<file path="config.mk">
export PLATFORM = sky130hd
export DESIGN_NAME = pdcd_top
export DESIGN_NICKNAME = d
export VERILOG_FILES = /design/src/pdcd_pkg.sv /design/src/pdcd_div_if.sv /design/src/pdcd_top.sv /design/src/pdcd_edge_sync.sv /design/src/pdcd_clk_div.sv
export VERILOG_INCLUDE_DIRS = /design/src
export SDC_FILE = /design/constraint.sdc
export NUM_CORES = 1
export LEC_CHECK = 0
export BUFFER_PORTS_ARGS = -buffer_cell sky130_fd_sc_hd__buf_2
export CAP_MARGIN = 20
export CORE_ASPECT_RATIO = 1.5
export CORE_MARGIN = 4
export CORE_UTILIZATION = 50
export CTS_CLUSTER_DIAMETER = 40
export DETAILED_ROUTE_END_ITERATION = 8
export PLACE_DENSITY = 0.69
export SLEW_MARGIN = 20
export SYNTH_ARGS = -nofsm -noshare
export SYNTH_HDL_FRONTEND = slang
export SYNTH_SLANG_ARGS = --single-unit
</file>
<file path="constraint.sdc">
create_clock -name clk_sys_i -period 18.2 [get_ports clk_sys_i]
set_input_delay 3.64 -clock clk_sys_i [delete_from_list [all_inputs] [get_ports clk_sys_i]]
set_output_delay 3.64 -clock clk_sys_i [all_outputs]
set_load 0.05 [all_outputs]
</file>
<file path="src/pdcd_map.svh">
// Register offsets, field positions, reset values and timing counts
`ifndef PDCD_MAP_SVH
`define PDCD_MAP_SVH

`define PDCD_IDX_AUDIO        3'h0
`define PDCD_IDX_PIXEL        3'h1
`define PDCD_IDX_CARD         3'h2
`define PDCD_IDX_SYNC         3'h3
`define PDCD_IDX_CAMERA       3'h4
`define PDCD_IDX_PLL_CTL      3'h5
`define PDCD_IDX_PLL_STAT     3'h6

`define PDCD_W_AUDIO          9
`define PDCD_W_PIXEL          11
`define PDCD_W_CARD           5
`define PDCD_W_SYNC           4
`define PDCD_W_CAMERA         8
`define PDCD_W_DIV_MAX        11

`define PDCD_RST_AUDIO        32'h0000_0004
`define PDCD_RST_PIXEL        32'h0000_0004
`define PDCD_RST_CARD         32'h0000_0000
`define PDCD_RST_SYNC         32'h0000_0000
`define PDCD_RST_CAMERA       32'h0000_0004
`define PDCD_RST_PLL_CTL      32'h2808_0011
`define PDCD_RST_PLL_STAT     32'h8000_0000

`define PDCD_CTL_WR_MASK      32'hFFFF_03FF
`define PDCD_CTL_FB_HI        31
`define PDCD_CTL_FB_LO        23
`define PDCD_CTL_IN_HI        22
`define PDCD_CTL_IN_LO        18
`define PDCD_CTL_OD_HI        17
`define PDCD_CTL_OD_LO        16
`define PDCD_CTL_STABLE       10
`define PDCD_CTL_BYPASS       9
`define PDCD_CTL_ENABLE       8
`define PDCD_CTL_ST_HI        7
`define PDCD_CTL_ST_LO        0

`define PDCD_ST_OFF           31
`define PDCD_ST_BYPASS        30
`define PDCD_ST_ON            29
`define PDCD_ST_PLL_DONE      28
`define PDCD_ST_FREQ_DONE     27
`define PDCD_ST_SWITCH_DONE   26
`define PDCD_ST_STOP_MODE     2
`define PDCD_ST_SWITCH_SPEED  1
`define PDCD_ST_FREQ_SPEED    0

`define PDCD_SWITCH_SLOW_CYC  8'h20
`define PDCD_SWITCH_FAST_CYC  8'h02
`endif

</file>
<file path="src/pdcd_pkg.sv">
// Types shared by the clock control block
package pdcd_pkg;
    typedef enum logic [1:0] {
        PDCD_PLL_OFF    = 2'b00,
        PDCD_PLL_LOCK   = 2'b01,
        PDCD_PLL_STABLE = 2'b10
    } pdcd_pll_state_t;
endpackage : pdcd_pkg

</file>
<file path="src/pdcd_div_if.sv">
// Link between the register block and one device clock divider
`timescale 1ns/10ps
interface pdcd_div_if #(parameter int W = 11);
    logic [W-1:0] ratio;
    logic         src_tick;
    logic         div_tick;
    modport ctrl (output ratio, output src_tick, input div_tick);
    modport div  (input ratio, input src_tick, output div_tick);
endinterface : pdcd_div_if

</file>
<file path="src/pdcd_top.sv">
// PLL control, switch status and five device clock dividers
// Function
// - audio serial divider is 9 bits, ratio field plus one, 1..512.
// - pixel divider is 11 bits, ratio field plus one, 1..2048.
// - card divider is 5 bits, ratio field plus one, 1..32.
// - sync serial divider is 4 bits, ratio field plus one, 1..16.
// - camera master divider is 8 bits, ratio field plus one, 1..256.
// - reserved bits ignore writes and read zero.
// - pll control resets to 0x28080011.
// - feedback divider is bits 31:23, read and write.
// - input divider is bits 22:18, read and write.
// - output divider code 0,1,2,3 divides by 1,2,2,4.
// - stable flag bit 10 is one only when enabled and settled.
// - enable starts locking; when stable, dividers use PLL unless bypassed.
// - disable shuts PLL and routes dividers to crystal, bypass ignored.
// - bypass routes to crystal while enabled; no effect when disabled.
// - stabilize wait counted in real-time ticks after change or enable.
// - switch status register resets to 0x80000000.
// - bits 31,30,29 show off, bypass and on states.
// - bit 28 set by hardware when enable or change finished.
// - bit 27 set when main divider change finished; written to zero.
// - bit 26 set when PLL and crystal switch finished.
// - bit 2 set stops all main clocks during a main divider change.
// - bit 1 picks slow or fast PLL and crystal switching.
// - bit 0 picks slow or fast main frequency change.
// - change enable applies divider writes at once, else at next sequence.
//
// Added by the designer: the Avalon-MM slave port and the register offsets.
`timescale 1ns/10ps
`include "pdcd_map.svh"
module pdcd_top (
    // Clock and reset
    input  wire logic        clk_sys_i,
    input  wire logic        sys_rst_i,
    // Avalon-MM slave
    input  wire logic [2:0]  avs_address_i,
    input  wire logic        avs_read_i,
    input  wire logic        avs_write_i,
    input  wire logic [31:0] avs_writedata_i,
    input  wire logic [3:0]  avs_byteenable_i,
    output logic      [31:0] avs_readdata_o,
    output logic             avs_waitrequest_o,
    // Clock source pins
    input  wire logic        crystal_clock_i,
    input  wire logic        pll_clock_i,
    input  wire logic        real_time_clock_source_i,
    // Main clock controller
    input  wire logic        change_enable_i,
    input  wire logic        main_div_busy_i,
    input  wire logic        main_div_done_i,
    // PLL macro settings
    output logic      [8:0]  feedback_divider_o,
    output logic      [4:0]  input_divider_o,
    output logic      [1:0]  output_divider_o,
    output logic             pll_power_o,
    // Mode and clock routing
    output logic             source_is_pll_o,
    output logic             main_clocks_stop_o,
    output logic             switch_speed_mode_o,
    output logic             freq_change_speed_mode_o,
    // Device clock pulses: audio, pixel, card, sync serial, camera
    output logic      [4:0]  dev_clk_tick_o
);
    localparam int NDIV = 5;
    localparam int WMAX = `PDCD_W_DIV_MAX;

    logic [31:0]            div_cfg [NDIV];
    logic [WMAX-1:0]        div_act [NDIV];
    logic [31:0]            pll_control;
    logic                   stop_on_change_mode;
    logic                   switch_speed_mode;
    logic                   freq_change_speed_mode;
    logic                   pll_change_done;
    logic                   freq_change_done;
    logic                   switch_done;
    pdcd_pkg::pdcd_pll_state_t pll_state;
    logic [7:0]             settle_cnt;
    logic                   sel_pll;
    logic [7:0]             switch_cnt;
    logic [1:0]             od_cnt;
    logic                   pll_src_tick;
    logic                   xtal_rise;
    logic                   pll_rise;
    logic                   rtc_rise;
    logic                   bus_req;
    logic                   bus_take;
    logic                   wr_ok;
    logic                   ctl_wr;
    logic                   stat_wr;
    logic                   mult_change;
    logic                   enable_rise;
    logic                   seq_start;
    logic                   pll_enable;
    logic                   pll_bypass;
    logic                   pll_stable_flag;
    logic                   want_pll;
    logic                   switch_finish;
    logic                   lock_finish;
    logic [31:0]            next_rdata;
    logic [31:0]            status_word;
    logic [4:0]             div_ticks;

    // Field width of each divider register
    function automatic logic [31:0] div_mask(input int idx);
        int w;
        w = (idx == 0) ? `PDCD_W_AUDIO :
            (idx == 1) ? `PDCD_W_PIXEL :
            (idx == 2) ? `PDCD_W_CARD  :
            (idx == 3) ? `PDCD_W_SYNC  : `PDCD_W_CAMERA;
        div_mask = (32'h0000_0001 << w) - 32'h0000_0001;
    endfunction : div_mask

    function automatic logic [31:0] div_reset(input int idx);
        div_reset = (idx == 0) ? `PDCD_RST_AUDIO :
                    (idx == 1) ? `PDCD_RST_PIXEL :
                    (idx == 2) ? `PDCD_RST_CARD  :
                    (idx == 3) ? `PDCD_RST_SYNC  : `PDCD_RST_CAMERA;
    endfunction : div_reset

    // Source pins sampled into sysclk; PLL pin must stay under ~66 MHz
    pdcd_edge_sync u_xtal_sync (
        .clk_sys_i (clk_sys_i),
        .sys_rst_i (sys_rst_i),
        .pin_i     (crystal_clock_i),
        .rise_o    (xtal_rise)
    );

    pdcd_edge_sync u_pll_sync (
        .clk_sys_i (clk_sys_i),
        .sys_rst_i (sys_rst_i),
        .pin_i     (pll_clock_i),
        .rise_o    (pll_rise)
    );

    pdcd_edge_sync u_rtc_sync (
        .clk_sys_i (clk_sys_i),
        .sys_rst_i (sys_rst_i),
        .pin_i     (real_time_clock_source_i),
        .rise_o    (rtc_rise)
    );

    // Bus decode: one wait cycle, then the access completes
    assign bus_req  = avs_read_i | avs_write_i;
    assign bus_take = bus_req & ~avs_waitrequest_o;
    assign wr_ok    = avs_write_i & bus_take
                      & (avs_byteenable_i == 4'hF);
    assign ctl_wr   = wr_ok & (avs_address_i == `PDCD_IDX_PLL_CTL);
    assign stat_wr  = wr_ok & (avs_address_i == `PDCD_IDX_PLL_STAT);

    assign pll_enable      = pll_control[`PDCD_CTL_ENABLE];
    assign pll_bypass      = pll_control[`PDCD_CTL_BYPASS];
    assign pll_stable_flag = (pll_state == pdcd_pkg::PDCD_PLL_STABLE);

    // A multiplier change restarts settling only while running
    assign mult_change = ctl_wr & pll_enable
        & avs_writedata_i[`PDCD_CTL_ENABLE]
        & (avs_writedata_i[`PDCD_CTL_FB_HI:`PDCD_CTL_OD_LO]
           != pll_control[`PDCD_CTL_FB_HI:`PDCD_CTL_OD_LO]);
    assign enable_rise = ctl_wr & ~pll_enable
                         & avs_writedata_i[`PDCD_CTL_ENABLE];
    assign seq_start   = mult_change | enable_rise;

    always_ff @(posedge clk_sys_i or posedge sys_rst_i) begin
        if (sys_rst_i) begin
            avs_waitrequest_o <= 1'b1;
        end else begin
            avs_waitrequest_o <= ~(bus_req & avs_waitrequest_o);
        end
    end

    // Divider registers and their active copies
    genvar g;
    generate
        for (g = 0; g < NDIV; g = g + 1) begin : g_div
            pdcd_div_if #(.W(WMAX)) link ();

            always_ff @(posedge clk_sys_i or posedge sys_rst_i) begin
                if (sys_rst_i) begin
                    div_cfg[g] <= div_reset(g);
                end else if (wr_ok && avs_address_i == 3'(g)) begin
                    div_cfg[g] <= avs_writedata_i & div_mask(g);
                end
            end

            // Applied at once, or held until the next sequence
            always_ff @(posedge clk_sys_i or posedge sys_rst_i) begin
                if (sys_rst_i) begin
                    div_act[g] <= WMAX'(div_reset(g));
                end else if (change_enable_i || seq_start) begin
                    div_act[g] <= div_cfg[g][WMAX-1:0];
                end
            end

            assign link.ratio    = div_act[g];
            assign link.src_tick = sel_pll ? pll_src_tick : xtal_rise;
            assign div_ticks[g]  = link.div_tick;

            pdcd_clk_div #(.W(WMAX)) u_div (
                .clk_sys_i (clk_sys_i),
                .sys_rst_i (sys_rst_i),
                .link      (link.div)
            );
        end
    endgenerate

    assign dev_clk_tick_o = div_ticks;

    // PLL control register
    always_ff @(posedge clk_sys_i or posedge sys_rst_i) begin
        if (sys_rst_i) begin
            pll_control <= `PDCD_RST_PLL_CTL;
        end else if (ctl_wr) begin
            pll_control <= avs_writedata_i & `PDCD_CTL_WR_MASK;
        end
    end

    // Lock state: settle for stabilize_time real-time ticks
    always_ff @(posedge clk_sys_i or posedge sys_rst_i) begin
        if (sys_rst_i) begin
            pll_state  <= pdcd_pkg::PDCD_PLL_OFF;
            settle_cnt <= 8'h00;
        end else if (ctl_wr && !avs_writedata_i[`PDCD_CTL_ENABLE]) begin
            pll_state  <= pdcd_pkg::PDCD_PLL_OFF;
            settle_cnt <= 8'h00;
        end else if (seq_start) begin
            pll_state  <= pdcd_pkg::PDCD_PLL_LOCK;
            settle_cnt <= 8'h00;
        end else begin
            unique case (pll_state)
                pdcd_pkg::PDCD_PLL_OFF: begin
                    settle_cnt <= 8'h00;
                end
                pdcd_pkg::PDCD_PLL_LOCK: begin
                    if (lock_finish) begin
                        pll_state <= pdcd_pkg::PDCD_PLL_STABLE;
                    end else if (rtc_rise) begin
                        settle_cnt <= settle_cnt + 8'h01;
                    end
                end
                pdcd_pkg::PDCD_PLL_STABLE: begin
                    settle_cnt <= settle_cnt;
                end
                default: begin
                    pll_state <= pdcd_pkg::PDCD_PLL_OFF;
                end
            endcase
        end
    end

    assign lock_finish = (pll_state == pdcd_pkg::PDCD_PLL_LOCK)
        && (settle_cnt >= pll_control[`PDCD_CTL_ST_HI:`PDCD_CTL_ST_LO]);

    // Output divider applied to the raw PLL ticks
    always_ff @(posedge clk_sys_i or posedge sys_rst_i) begin
        if (sys_rst_i) begin
            od_cnt       <= 2'h0;
            pll_src_tick <= 1'b0;
        end else begin
            pll_src_tick <= 1'b0;
            if (pll_rise) begin
                unique case (output_divider_o)
                    2'h0: begin
                        pll_src_tick <= 1'b1;
                    end
                    2'h1, 2'h2: begin
                        od_cnt       <= {1'b0, ~od_cnt[0]};
                        pll_src_tick <= od_cnt[0];
                    end
                    2'h3: begin
                        od_cnt       <= od_cnt + 2'h1;
                        pll_src_tick <= (od_cnt == 2'h3);
                    end
                endcase
            end
        end
    end

    // Source switch, slow or fast depending on mode
    assign want_pll = pll_enable & pll_stable_flag & ~pll_bypass;
    assign switch_finish = (want_pll != sel_pll) && (switch_cnt >=
        (switch_speed_mode ? `PDCD_SWITCH_FAST_CYC
                           : `PDCD_SWITCH_SLOW_CYC));

    always_ff @(posedge clk_sys_i or posedge sys_rst_i) begin
        if (sys_rst_i) begin
            sel_pll    <= 1'b0;
            switch_cnt <= 8'h00;
        end else if (!pll_enable && sel_pll) begin
            sel_pll    <= 1'b0;
            switch_cnt <= 8'h00;
        end else if (want_pll == sel_pll) begin
            switch_cnt <= 8'h00;
        end else if (switch_finish) begin
            sel_pll    <= want_pll;
            switch_cnt <= 8'h00;
        end else begin
            switch_cnt <= switch_cnt + 8'h01;
        end
    end

    // Mode bits of the switch and status register
    always_ff @(posedge clk_sys_i or posedge sys_rst_i) begin
        if (sys_rst_i) begin
            stop_on_change_mode    <= 1'b0;
            switch_speed_mode      <= 1'b0;
            freq_change_speed_mode <= 1'b0;
        end else if (stat_wr) begin
            stop_on_change_mode    <= avs_writedata_i[`PDCD_ST_STOP_MODE];
            switch_speed_mode      <= avs_writedata_i[`PDCD_ST_SWITCH_SPEED];
            freq_change_speed_mode <= avs_writedata_i[`PDCD_ST_FREQ_SPEED];
        end
    end

    // Done bits: hardware set wins over a software write of zero
    always_ff @(posedge clk_sys_i or posedge sys_rst_i) begin
        if (sys_rst_i) begin
            pll_change_done <= 1'b0;
        end else begin
            pll_change_done <= lock_finish | (pll_change_done
                & ~(stat_wr & ~avs_writedata_i[`PDCD_ST_PLL_DONE]));
        end
    end

    always_ff @(posedge clk_sys_i or posedge sys_rst_i) begin
        if (sys_rst_i) begin
            freq_change_done <= 1'b0;
        end else begin
            freq_change_done <= main_div_done_i | (freq_change_done
                & ~(stat_wr & ~avs_writedata_i[`PDCD_ST_FREQ_DONE]));
        end
    end

    always_ff @(posedge clk_sys_i or posedge sys_rst_i) begin
        if (sys_rst_i) begin
            switch_done <= 1'b0;
        end else begin
            switch_done <= switch_finish
                | (!pll_enable && sel_pll) | (switch_done
                & ~(stat_wr & ~avs_writedata_i[`PDCD_ST_SWITCH_DONE]));
        end
    end

    // Read view of the switch and status register
    always_comb begin
        status_word = 32'h0000_0000;
        status_word[`PDCD_ST_OFF]    = (pll_state == pdcd_pkg::PDCD_PLL_OFF);
        status_word[`PDCD_ST_BYPASS] = pll_stable_flag & pll_bypass;
        status_word[`PDCD_ST_ON]     = pll_stable_flag & ~pll_bypass;
        status_word[`PDCD_ST_PLL_DONE]     = pll_change_done;
        status_word[`PDCD_ST_FREQ_DONE]    = freq_change_done;
        status_word[`PDCD_ST_SWITCH_DONE]  = switch_done;
        status_word[`PDCD_ST_STOP_MODE]    = stop_on_change_mode;
        status_word[`PDCD_ST_SWITCH_SPEED] = switch_speed_mode;
        status_word[`PDCD_ST_FREQ_SPEED]   = freq_change_speed_mode;
    end

    // Read mux; unmapped addresses read zero
    always_comb begin
        next_rdata = 32'h0000_0000;
        unique case (avs_address_i)
            `PDCD_IDX_AUDIO, `PDCD_IDX_PIXEL, `PDCD_IDX_CARD,
            `PDCD_IDX_SYNC, `PDCD_IDX_CAMERA: begin
                next_rdata = div_cfg[avs_address_i];
            end
            `PDCD_IDX_PLL_CTL: begin
                next_rdata = pll_control;
                next_rdata[`PDCD_CTL_STABLE] = pll_stable_flag;
            end
            `PDCD_IDX_PLL_STAT: begin
                next_rdata = status_word;
            end
            default: begin
                next_rdata = 32'h0000_0000;
            end
        endcase
    end

    always_ff @(posedge clk_sys_i or posedge sys_rst_i) begin
        if (sys_rst_i) begin
            avs_readdata_o <= 32'h0000_0000;
        end else if (avs_read_i && avs_waitrequest_o) begin
            avs_readdata_o <= next_rdata;
        end
    end

    // PLL macro settings and routing outputs
    always_ff @(posedge clk_sys_i or posedge sys_rst_i) begin
        if (sys_rst_i) begin
            feedback_divider_o <= 9'h050;
            input_divider_o    <= 5'h02;
            output_divider_o   <= 2'h0;
            pll_power_o        <= 1'b0;
        end else begin
            feedback_divider_o <=
                pll_control[`PDCD_CTL_FB_HI:`PDCD_CTL_FB_LO];
            input_divider_o    <=
                pll_control[`PDCD_CTL_IN_HI:`PDCD_CTL_IN_LO];
            output_divider_o   <=
                pll_control[`PDCD_CTL_OD_HI:`PDCD_CTL_OD_LO];
            pll_power_o        <= pll_enable;
        end
    end

    // Stop mode gates the main clocks only during a change
    always_ff @(posedge clk_sys_i or posedge sys_rst_i) begin
        if (sys_rst_i) begin
            source_is_pll_o          <= 1'b0;
            main_clocks_stop_o       <= 1'b0;
            switch_speed_mode_o      <= 1'b0;
            freq_change_speed_mode_o <= 1'b0;
        end else begin
            source_is_pll_o          <= sel_pll;
            main_clocks_stop_o       <= stop_on_change_mode
                                        & main_div_busy_i;
            switch_speed_mode_o      <= switch_speed_mode;
            freq_change_speed_mode_o <= freq_change_speed_mode;
        end
    end
endmodule : pdcd_top

</file>
<file path="src/pdcd_edge_sync.sv">
// Two-stage synchroniser with rising-edge pulse
`timescale 1ns/10ps
module pdcd_edge_sync (
    // Clock and reset
    input  wire logic clk_sys_i,
    input  wire logic sys_rst_i,
    // Pin and pulse
    input  wire logic pin_i,
    output logic      rise_o
);
    logic meta;
    logic sync;
    logic last;

    // First stage feeds only the second
    always_ff @(posedge clk_sys_i or posedge sys_rst_i) begin
        if (sys_rst_i) begin
            meta <= 1'b0;
            sync <= 1'b0;
            last <= 1'b0;
        end else begin
            meta <= pin_i;
            sync <= meta;
            last <= sync;
        end
    end

    always_ff @(posedge clk_sys_i or posedge sys_rst_i) begin
        if (sys_rst_i) begin
            rise_o <= 1'b0;
        end else begin
            rise_o <= sync & ~last;
        end
    end
endmodule : pdcd_edge_sync

</file>
<file path="src/pdcd_clk_div.sv">
// One device clock divider, one output pulse per ratio+1 source ticks
`timescale 1ns/10ps
module pdcd_clk_div #(
    parameter int W = 11
) (
    // Clock and reset
    input  wire logic clk_sys_i,
    input  wire logic sys_rst_i,
    // Control link
    pdcd_div_if.div   link
);
    logic [W-1:0] count;
    logic [W-1:0] ratio_now;

    // New ratio taken only at a period boundary, so no runt period
    always_ff @(posedge clk_sys_i or posedge sys_rst_i) begin
        if (sys_rst_i) begin
            count     <= '0;
            ratio_now <= '0;
        end else if (link.src_tick) begin
            if (count >= ratio_now) begin
                count     <= '0;
                ratio_now <= link.ratio;
            end else begin
                count <= count + 1'b1;
            end
        end
    end

    always_ff @(posedge clk_sys_i or posedge sys_rst_i) begin
        if (sys_rst_i) begin
            link.div_tick <= 1'b0;
        end else begin
            link.div_tick <= link.src_tick && (count >= ratio_now);
        end
    end
endmodule : pdcd_clk_div

</file>
Word-level counts from Yosys, hierarchy flattened
Index checks and enable logic that the tools add are counted.

Register bits: 291. Latch bits: 0. RAM bits: 0. Bits in read-only memories: 0. Bits of input ports: 49. Output and inout port bits: 59. Word-level logic and storage cells: 208. Memories: 0.

$add $sub $neg: 8. $mul: 0. Divide/modulo/power cells: 0. Magnitude comparators: 8. Equal/unequal tests: 21. Shifts and indexed selects: 0. Muxes and demuxes: 29. Bitwise logic cells: 46. Reduce and logical (&&, ||, !) cells: 36.

Operator list (count): binary-select mux 32 bit (select 3 bit) (1); one-hot mux 32 bit (3 select lines) (1); two-way mux 32 bit (2); two-way mux 8 bit (7); adder 11 x 1 -> 11 bit (second input constant) (5); two-way mux 11 bit (5); bitwise AND 1 bit (25); adder 8 x 1 -> 8 bit (second input constant) (2); inequality test 16 bit (1); one-hot mux 8 bit (2 select lines) (1); AND reduction 2 bit (8); logical AND 1 bit (15); NOT 1 bit (14); greater-or-equal comparator 11 bit (1); greater-or-equal comparator 11 x 4 -> 1 bit (1); greater-or-equal comparator 11 x 5 -> 1 bit (1); greater-or-equal comparator 11 x 8 -> 1 bit (1); greater-or-equal comparator 11 x 9 -> 1 bit (1); equality test 3 bit (second input constant) (3); equality test 2 bit (second input constant) (4); greater-or-equal comparator 8 x 6 -> 1 bit (1); greater-or-equal comparator 8 bit (1); inequality test 4 bit (second input constant) (2); one-hot mux 2 bit (2 select lines) (2); other kinds (26) (43).

Logic depth before layout (Yosys ltp)
Gate-level depths: netlist (run 1).

Word-level depth: 11. Mapped depth: 9.

Modules after synthesis
A second synthesis (run 1) with hierarchy kept.

Cells, all modules: 1224. Area total of the unflattened synthesis: 14858.0 um^2.

Modules (own cells, without submodules): pdcd_top (instances 1, cells each 616, area each 7767.4 um^2, sequential area each 4448.0 um^2); pdcd_clk_div (instances 5, cells each 118, area each 1347.5 um^2, sequential area each 575.6 um^2); pdcd_edge_sync (instances 3, cells each 6, area each 117.6 um^2, sequential area each 100.1 um^2).

Worst setup path after synthesis (run 1)
Ideal clock, no wire load.

Path kind: in2reg. Start: in avs_writedata_i[18]. End: reg div_act (netlist bit g_div[0].link.ratio[0]). Arrival time: 5.194 ns. Path slack: 12.881 ns. Cell stages on the path: 7. Buffers on the path: 1. Cells stage by stage: xor2_1 nor4_1 and3_2 nand2_2 a31oi_4 buf_12 mux2_4.

Cells in the longest elaborated chain, start to end: 4.

Ends and longest elaborated chain: from (decl) (line pdcd_top.sv:39) `input wire logic [31:0] avs_writedata_i,`; inequality test 16 bit (line pdcd_top.sv:157) `` & (avs_writedata_i[`PDCD_CTL_FB_HI:`PDCD_CTL_OD_LO] ``; bitwise AND 1 bit (line pdcd_top.sv:155) `assign mult_change = ctl_wr & pll_enable`; bitwise OR 1 bit (line pdcd_top.sv:161) `assign seq_start = mult_change | enable_rise;`; logical OR 1 bit (line pdcd_top.sv:189) `end else if (change_enable_i || seq_start) begin`; to (signal, indexed assignment) (line pdcd_top.sv:188) `div_act[g] <= WMAX'(div_reset(g));`; to (signal, indexed assignment) (line pdcd_top.sv:190) `div_act[g] <= div_cfg[g][WMAX-1:0];`; to (decl) (line pdcd_top.sv:68) `logic [WMAX-1:0] div_act [NDIV];`.

Every way passes these cells. A chain may end at the register's enable or synchronous reset.

Worst setup path after layout (run 1)
Start: in avs_address_i[0]. End: reg div_act (netlist bit g_div[0].link.ratio[5]).

Cells in the longest elaborated chain, start to end: 7.

Ends and longest elaborated chain: from (decl) (line pdcd_top.sv:36) `input wire logic [2:0] avs_address_i,`; equality test 3 bit *; bitwise AND 1 bit * (line pdcd_top.sv:147) `` assign ctl_wr = wr_ok & (avs_address_i == `PDCD_IDX_PLL_CTL); ``; bitwise AND 1 bit (3 in series) (line pdcd_top.sv:155); bitwise OR 1 bit * (line pdcd_top.sv:161); logical OR 1 bit * (line pdcd_top.sv:189).

Every way passes the cells marked *; elsewhere a longest branch is shown, timed or not.

==> results of run 1 <==
## where the power goes
| group | leakage, nW | internal [mW] | switching, mW |
|---|---|---|---|
| logic | 3.00 | 0.0897 | 0.151 |
| clock network | 0.477 | 0.342 | 0.262 |
| registers | 3.83 | 0.681 | 0.0312 |
## metrics by stage
step	setup WS (ns)	std cells	power [mW]
3_5_place_dp	11.86	1472	0.967
3_3_place_gp	11.86	1472	0.959
6_report	12.68	1528	1.56
5_1_grt	12.46	1528	1.63
2_1_floorplan	6.69	1073	0.909
4_1_cts	12.45	1528	1.57
## layer usage
metal,track usage (%),up-vias,routed length (um)
met4,6.37,0,781
met1,23.3,4143,11000
met3,3.36,56,1260
li1,-,3924,-
met5,0,-,0
met2,34.5,174,13900
## registers in the layout, summed over array words and instances, names as in the netlist, 2 cells and up
register,flops
output_divider_o,2
feedback_divider_o,9
g_div.u_div.link.div_tick,5
div_cfg,37
pll_state,2
switch_cnt,8
g_div.u_div.count,55
input_divider_o,5
pll_control,26
settle_cnt,8
od_cnt,2
avs_readdata_o,27
g_div.link.ratio,37
g_div.u_div.ratio_now,37
## layout by cell type, fill, tap and decap left out, types with 9 or more instances in the layout
cell type / instances
sky130_fd_sc_hd__nand4_1: 16
sky130_fd_sc_hd__ha_1: 57
sky130_fd_sc_hd__a21oi_1: 18
sky130_fd_sc_hd__buf_4: 9
sky130_fd_sc_hd__nand2b_1: 11
sky130_fd_sc_hd__nor2b_1: 17
sky130_fd_sc_hd__xnor2_1: 31
sky130_fd_sc_hd__and3_1: 15
sky130_fd_sc_hd__dfrtp_1: 271
sky130_fd_sc_hd__nand3_1: 26
sky130_fd_sc_hd__a21o_1: 10
sky130_fd_sc_hd__nor2_1: 72
sky130_fd_sc_hd__dfstp_2: 15
sky130_fd_sc_hd__nand2_1: 75
sky130_fd_sc_hd__clkbuf_16: 31
sky130_fd_sc_hd__mux2_4: 30
sky130_fd_sc_hd__mux2_2: 100
sky130_fd_sc_hd__o21ai_0: 55
sky130_fd_sc_hd__inv_1: 62
sky130_fd_sc_hd__mux2i_1: 16
sky130_fd_sc_hd__a22o_1: 18
sky130_fd_sc_hd__buf_2: 97
sky130_fd_sc_hd__xor2_1: 18
## cell type report
class	count	share of cell area [%]
Clock buffer	41	5.71
Clock inverter	15	0.889
Inverter	63	1.65
Multi-Input combinational cell	683	36.5
Sequential cell	286	48.6
Tap cell	333	2.82
Timing Repair Buffer	107	3.82
## path summary, 6_finish.rpt
path                             startpoint                           end  cells after the start
min                         u_rtc_sync.meta               u_rtc_sync.sync                      0
min reg2reg                 u_rtc_sync.meta               u_rtc_sync.sync                      0
max reg2reg                 pll_control[18]        g_div[2].link.ratio[4]                      7
min in group asynchronous         sys_rst_i            main_clocks_stop_o                      2
max in group asynchronous         sys_rst_i  g_div[1].u_div.link.div_tick                      4
max                        avs_address_i[0]        g_div[0].link.ratio[5]                      7
## worst reg2reg max path, delay by kind of cell, from the launching register on
family,cells,cell delay (ns)
and+or+nand+nor,3,0.82
buffers and inverters,1,0.56
muxes,1,0.45
DFF,1,0.41
AOI/OAI and AO/OA,1,0.18
xor gates and xnor gates,1,0.17
## cells by family after synthesis
family,after synthesis
and+or+nand+nor,269
DFF,286
buffers and inverters,104
other,1
AOI/OAI and AO/OA,148
xor gates and xnor gates,49
adders and majority gates,57
muxes,154
==> PnR_summary.wiki, run 1 <==
{| class="wikitable"
! Metric !! Value
|-
| Maximum root-to-sink buffer count || 3
|-
| Fraction of layout cells with a size suffix above 1 || 27.4%
|-
| Number of clock buffers inserted by TritonCTS || 30
|-
| Total of hold buffers inserted after clock tree synthesis || 0
|-
| Hold Worst Slack || 0.350 ns
|-
| Cell types occupying the most area after synthesis || sky130_fd_sc_hd__dfrtp_1 52%, sky130_fd_sc_hd__mux2_2 8.6%, sky130_fd_sc_hd__ha_1 5.5%
|-
| Category of the critical setup timing path || in -> reg
|-
| Top-level port count || 108
|-
| Top cells by instance count after synthesis || 271 x sky130_fd_sc_hd__dfrtp_1, 100 x sky130_fd_sc_hd__mux2_2, 75 x sky130_fd_sc_hd__nand2_1
|-
| Crit path max fanout || 37
|-
| Number of input and output port buffers inserted || 97
|-
| H-tree levels || 1
|-
| Share of the synthesized area in the top cell type || 52.0%
|-
| Resized cells post-CTS || 0
|-
| GR Util All Layers || 19.1%
|-
| Register-to-register path setup slack || 15.51 ns
|-
| Ys flop type || sky130_fd_sc_hd__dfrtp_1
|-
| FF+latch area || 7180 um^2
|-
| EDFF count, synth || 0
|-
| Area share of xor/xnor cells in the synthesized design || 3.29%
|-
| Cell count after synthesis || 1068
|-
| Post-CTS Setup Inserts || 0
|-
| Static Leakage || 7.30 nW
|-
| Worst voltage drop across the vdd grid || 0.0000831 V
|-
| Time the worst path needs with I/O delays and setup || 5.52 ns
|-
| Least-Margin Pin Slew || 1.02 ns
|-
| Drt via density || 5.43
|-
| Power density cells || 105 nW/um^2
|-
| Die Wd || 140 um
|-
| Netlist cell types || 67
|-
| Number of design rule violations left after detail routing || 0
|-
| Clock transition at the registers of the reported paths || 0.06 ns
|-
| Result of the run || finished clean
|-
| Wire length of the first global-routing pass || 45200 um
|-
| Critical Path Slowest Stage Cell || sky130_fd_sc_hd__and2_1
|-
| Largest net degree at the start of global routing || 144
|-
| Count of standard-cell rows || 72
|-
| Mean instance size in the synthesized netlist || 12.2 um^2
|-
| Worst path max stage delay || 0.60 ns
|-
| Final setup violating endpoints || 0
|-
| Count of final hold-check violations || 0
|-
| Sequential fraction of the synthesis area || 55.0%
|-
| Remaining number of nets flagged by the antenna check after routing || 0
|-
| Data arrival, critical path || 5.96 ns
|-
| Worst clock skew || 0.0131 ns
|-
| Clock latency reported for the late side of the worst-skew pair || 0.56 ns
|-
| Placeable core region || 25800 um^2
|-
| Area fraction in compound gates after synthesis || 7.66%
|-
| FF+latch count, synth || 286
|-
| Routed Wire Length || 27000 um
|-
| CTS Sinks || 286
|-
| Count of yosys warnings during synthesis || 0
|-
| Fraction of the mapped netlist area in adder cells || 5.46%
|-
| Per-cell routed wire length || 17.6 um
|-
| Initial core utilization || 50.7%
|-
| Post-Route Utilization || 57.3%
|-
| Clock tree from TritonCTS || yes
|-
| Type of the worst min-delay path || reg -> reg
|-
| Antenna cell count || 0
|-
| Summed negative setup slack over all endpoints || 0 ns
|-
| Cell type with the largest total area after synthesis || sky130_fd_sc_hd__dfrtp_1
|-
| Post-synthesis async set-or-reset flop share || 100%
|-
| Endpoint type of the worst setup path || flip-flop
|-
| Number of design-rule violations left by the first detailed-router iteration || 407
|-
| Initial DRT Pass Iterations || 4
|-
| Count of final max-slew check failures || 0
|-
| Relative slew slack || 32.2%
|-
| Count of buffering cells on the critical path with inverters included || 2
|-
| Number of fill cells || 2202
|-
| Grt total ovfl || 0
|-
| Crit-path cells || buf_2 > nand2_1 > nor2_1 > and2_1 > a31oi_4 > buf_4 > mux2_4
|-
| Startpoint types || input port
|-
| Antenna violations before repair || 0
|-
| RD Place Congestion || 0.799
|-
| Area growth syn-to-layout || 13.2%
|-
| Root buffer cell || sky130_fd_sc_hd__clkbuf_16
|-
| Data required, critical path || 18.64 ns
|-
| Proportion of synthesized area in mux cells || 14.6%
|-
| Count of maximum capacitance violations || 0
|-
| Unrepaired setup endpoints after global routing || no
|-
| Number of vias after detailed routing || 8297
|-
| Final net count || 1277
|-
| Area taken by multi-input logic gates || 5400 um^2
|-
| Share of synthesized cell area in and, or, nand and nor gates || 10.2%
|-
| Final critical-path share of the clock period || 30.3%
|-
| Dominant combinational cell family by area after synthesis || multiplexers
|-
| Die Footprint || 28800 um^2
|-
| Number of global-route vias before repair || 8807
|-
| Cell with the most instances after synthesis || sky130_fd_sc_hd__dfrtp_1
|-
| Post-placement cell area || 13800 um^2
|-
| Die height || 206 um
|-
| Estimated wirelength of the detail-placed design || 18500 um
|-
| Fin area || 14800 um^2
|-
| Highest clock frequency the design can meet || 0.181 GHz
|-
| Netlist area before placement || 13100 um^2
|-
| Cell family with most CP delay || simple AND/OR/NAND/NOR gates
|}
(Power assumes the default switching activity.)
==> run 2: changes to the inputs <==
- clock period: 18.2 -> 5.75 ns (I/O delays scaled with it)
==> run 2 against run 1 <==
Net effect: clock power grew to 3.4 times the previous value; clock-buffer cell count shrank 8; register-to-register slack lost 12 ns; final area grew 0.85%; utilization grew 0.49 points; power grew to 3.3 times the previous value; setup slack lost 9.9 ns; critical path type unchanged; critical endpoint is now g_div[2].link.ratio[2]; largest cell class unchanged; largest power group unchanged.
==> PnR_summary.wiki, run 2 (synthesized netlist as in run 1, its figures left out) <==
{| class="wikitable"
! Metric !! Value
|-
| Data arrival, critical path || 3.43 ns
|-
| Data required, critical path || 6.22 ns
|-
| Resized cells post-CTS || 0
|-
| Number of design rule violations left after detail routing || 0
|-
| H-tree levels || 1
|-
| Initial DRT Pass Iterations || 4
|-
| Number of global-route vias before repair || 8808
|-
| Category of the critical setup timing path || in -> reg
|-
| Endpoint type of the worst setup path || flip-flop
|-
| Root buffer cell || sky130_fd_sc_hd__clkbuf_16
|-
| Clock latency reported for the late side of the worst-skew pair || 0.58 ns
|-
| Worst Reg2Reg Path Length in Cells || 7
|-
| Per-cell routed wire length || 18.0 um
|-
| Worst clock skew || 0.0126 ns
|-
| Placeable core region || 25800 um^2
|-
| Final setup violating endpoints || 0
|-
| Count of final max-slew check failures || 0
|-
| Commonest non-fill, non-tap cell in the layout || sky130_fd_sc_hd__dfrtp_1
|-
| GR Util All Layers || 19.6%
|-
| RD Place Congestion || 0.809
|-
| Critical Path Slowest Stage Cell || sky130_fd_sc_hd__and2_1
|-
| Antenna violations before repair || 1
|-
| Result of the run || finished clean
|-
| Estimated wirelength of the detail-placed design || 19100 um
|-
| Cell family with most CP delay || simple AND/OR/NAND/NOR gates
|-
| Hold Worst Slack || 0.353 ns
|-
| Startpoint of the worst register-to-register path || pll_control[31]
|-
| Fraction of layout cells with a size suffix above 1 || 28.0%
|-
| Clock tree from TritonCTS || yes
|-
| Startpoint types || input port
|-
| Number of input and output port buffers inserted || 97
|-
| Count of buffering cells on the critical path with inverters included || 2
|-
| Worst voltage drop across the vdd grid || 0.000276 V
|-
| Highest clock frequency the design can meet || 0.338 GHz
|-
| Number of fill cells || 2164
|-
| Min-Delay Path Depth || 0
|-
| Total of hold buffers inserted after clock tree synthesis || 0
|-
| CTS Sinks || 286
|-
| Number of design-rule violations left by the first detailed-router iteration || 429
|-
| Count of maximum capacitance violations || 0
|-
| Drt via density || 5.43
|-
| Placed Cells || 1473
|-
| WHS Endpoint || u_xtal_sync.sync
|-
| Count of standard-cell rows || 72
|-
| Die height || 206 um
|-
| Number of vias after detailed routing || 8316
|-
| Least-Margin Pin Slew || 0.905 ns
|-
| Grt met2 use || 35.3%
|-
| Post-CTS Setup Inserts || 0
|-
| Most flops, register || g_div.u_div.count
|-
| Area growth syn-to-layout || 14.1%
|-
| Number of flip-flops in the largest register || 55
|-
| Wire length of the first global-routing pass || 45600 um
|-
| Largest net degree at the start of global routing || 140
|-
| Static Leakage || 7.35 nW
|-
| Register-to-register path setup slack || 3.04 ns
|-
| Clock transition at the registers of the reported paths || 0.07 ns
|-
| Top-level port count || 108
|-
| Summed negative setup slack over all endpoints || 0 ns
|-
| Count of final hold-check violations || 0
|-
| Gr busiest metal || met2
|-
| Time the worst path needs with I/O delays and setup || 2.96 ns
|-
| Most frequent cells in the layout || 271 x sky130_fd_sc_hd__dfrtp_1, 100 x sky130_fd_sc_hd__mux2_2, 97 x sky130_fd_sc_hd__buf_2
|-
| Maximum root-to-sink buffer count || 3
|-
| Power density cells || 342 nW/um^2
|-
| Worst path max stage delay || 0.61 ns
|-
| Crit path max fanout || 37
|-
| Relative slew slack || 39.4%
|-
| Die Footprint || 28800 um^2
|-
| Die Wd || 140 um
|-
| Number of clock buffers inserted by TritonCTS || 31
|-
| Remaining number of nets flagged by the antenna check after routing || 0
|-
| Count of placed standard cells in the final layout, fillers left out || 1531
|-
| Initial core utilization || 50.7%
|-
| Unrepaired setup endpoints after global routing || no
|-
| Final net count || 1279
|-
| Capturing point of the worst reg2reg path || g_div[4].link.ratio[7]
|-
| Type of the worst min-delay path || reg -> reg
|-
| Crit-path cells || buf_2 > nand2_1 > nor2_1 > and2_1 > a31oi_4 > buf_4 > mux2_4
|-
| Final critical-path share of the clock period || 51.5%
|-
| Grt total ovfl || 0
|-
| Routed Wire Length || 27500 um
|-
| Global-route track usage on met3 || 3.22%
|-
| Beginning of the worst hold path || u_xtal_sync.meta
|-
| Met1 global-route usage || 23.5%
|}
run 2: cell types whose count changed in the layout (fill, tap and decap cells not counted), sizes merged:
cell / delta
clkinv: -1
clkbuf: -8
clkinvlp: +4
bufinv: +3
buf: +1
inv: +3
diode: +1
run 2: layout make-up:
cell class	instances	area, um^2	share of cell area, %
multi-input cells	683	5400	36.2
clock inverters	24	302	2.02
well taps	333	417	2.80
repair buffers	108	581	3.90
inverters	63	240	1.61
flip-flops and latches	286	7180	48.2
clock buffers	33	783	5.26
diodes	1	2.50	0.0168
run 2: worst max path at each step:
stage / from / end / slack [ns] / depth (start not counted)
after detailed placement: avs_address_i[0] / g_div[3].link.ratio[0] / 2.22 / 7
after global routing: avs_address_i[0] / g_div[2].link.ratio[2] / 2.67 / 7
after floorplan: sys_rst_i / avs_readdata_o[0] / 0.82 / 1
after CTS: avs_writedata_i[31] / g_div[4].link.ratio[7] / 2.79 / 8
after global placement: avs_address_i[0] / g_div[0].link.ratio[4] / 2.25 / 7
final: avs_address_i[0] / g_div[2].link.ratio[2] / 2.79 / 7
run 2: metrics by stage:
step                      total power [mW]  utilization [%]  instance area [um^2]  setup WS (ns)
after global placement                3.04             53.6                 13800           2.25
after floorplan                       2.88                -                 13100          0.821
after global routing                  5.34             57.8                 14900           2.67
after detailed placement              3.06             53.6                 13800           2.22
after CTS                             5.17             57.8                 14900           2.79
final                                 5.10             57.8                 14900           2.79
run 2: power breakdown:
part           total (mW)  internal (mW)  switching, mW
clock network        2.08           1.20          0.884
logic               0.763          0.284          0.478
registers            2.25           2.15         0.0986
run 2: metal layers:
metal  up-vias  part of all wire (%)
li1       3936                     -
met1      4176                    41
met2       157                    52
met3        47                   4.4
met4         0                   3.1
met5         -                     0
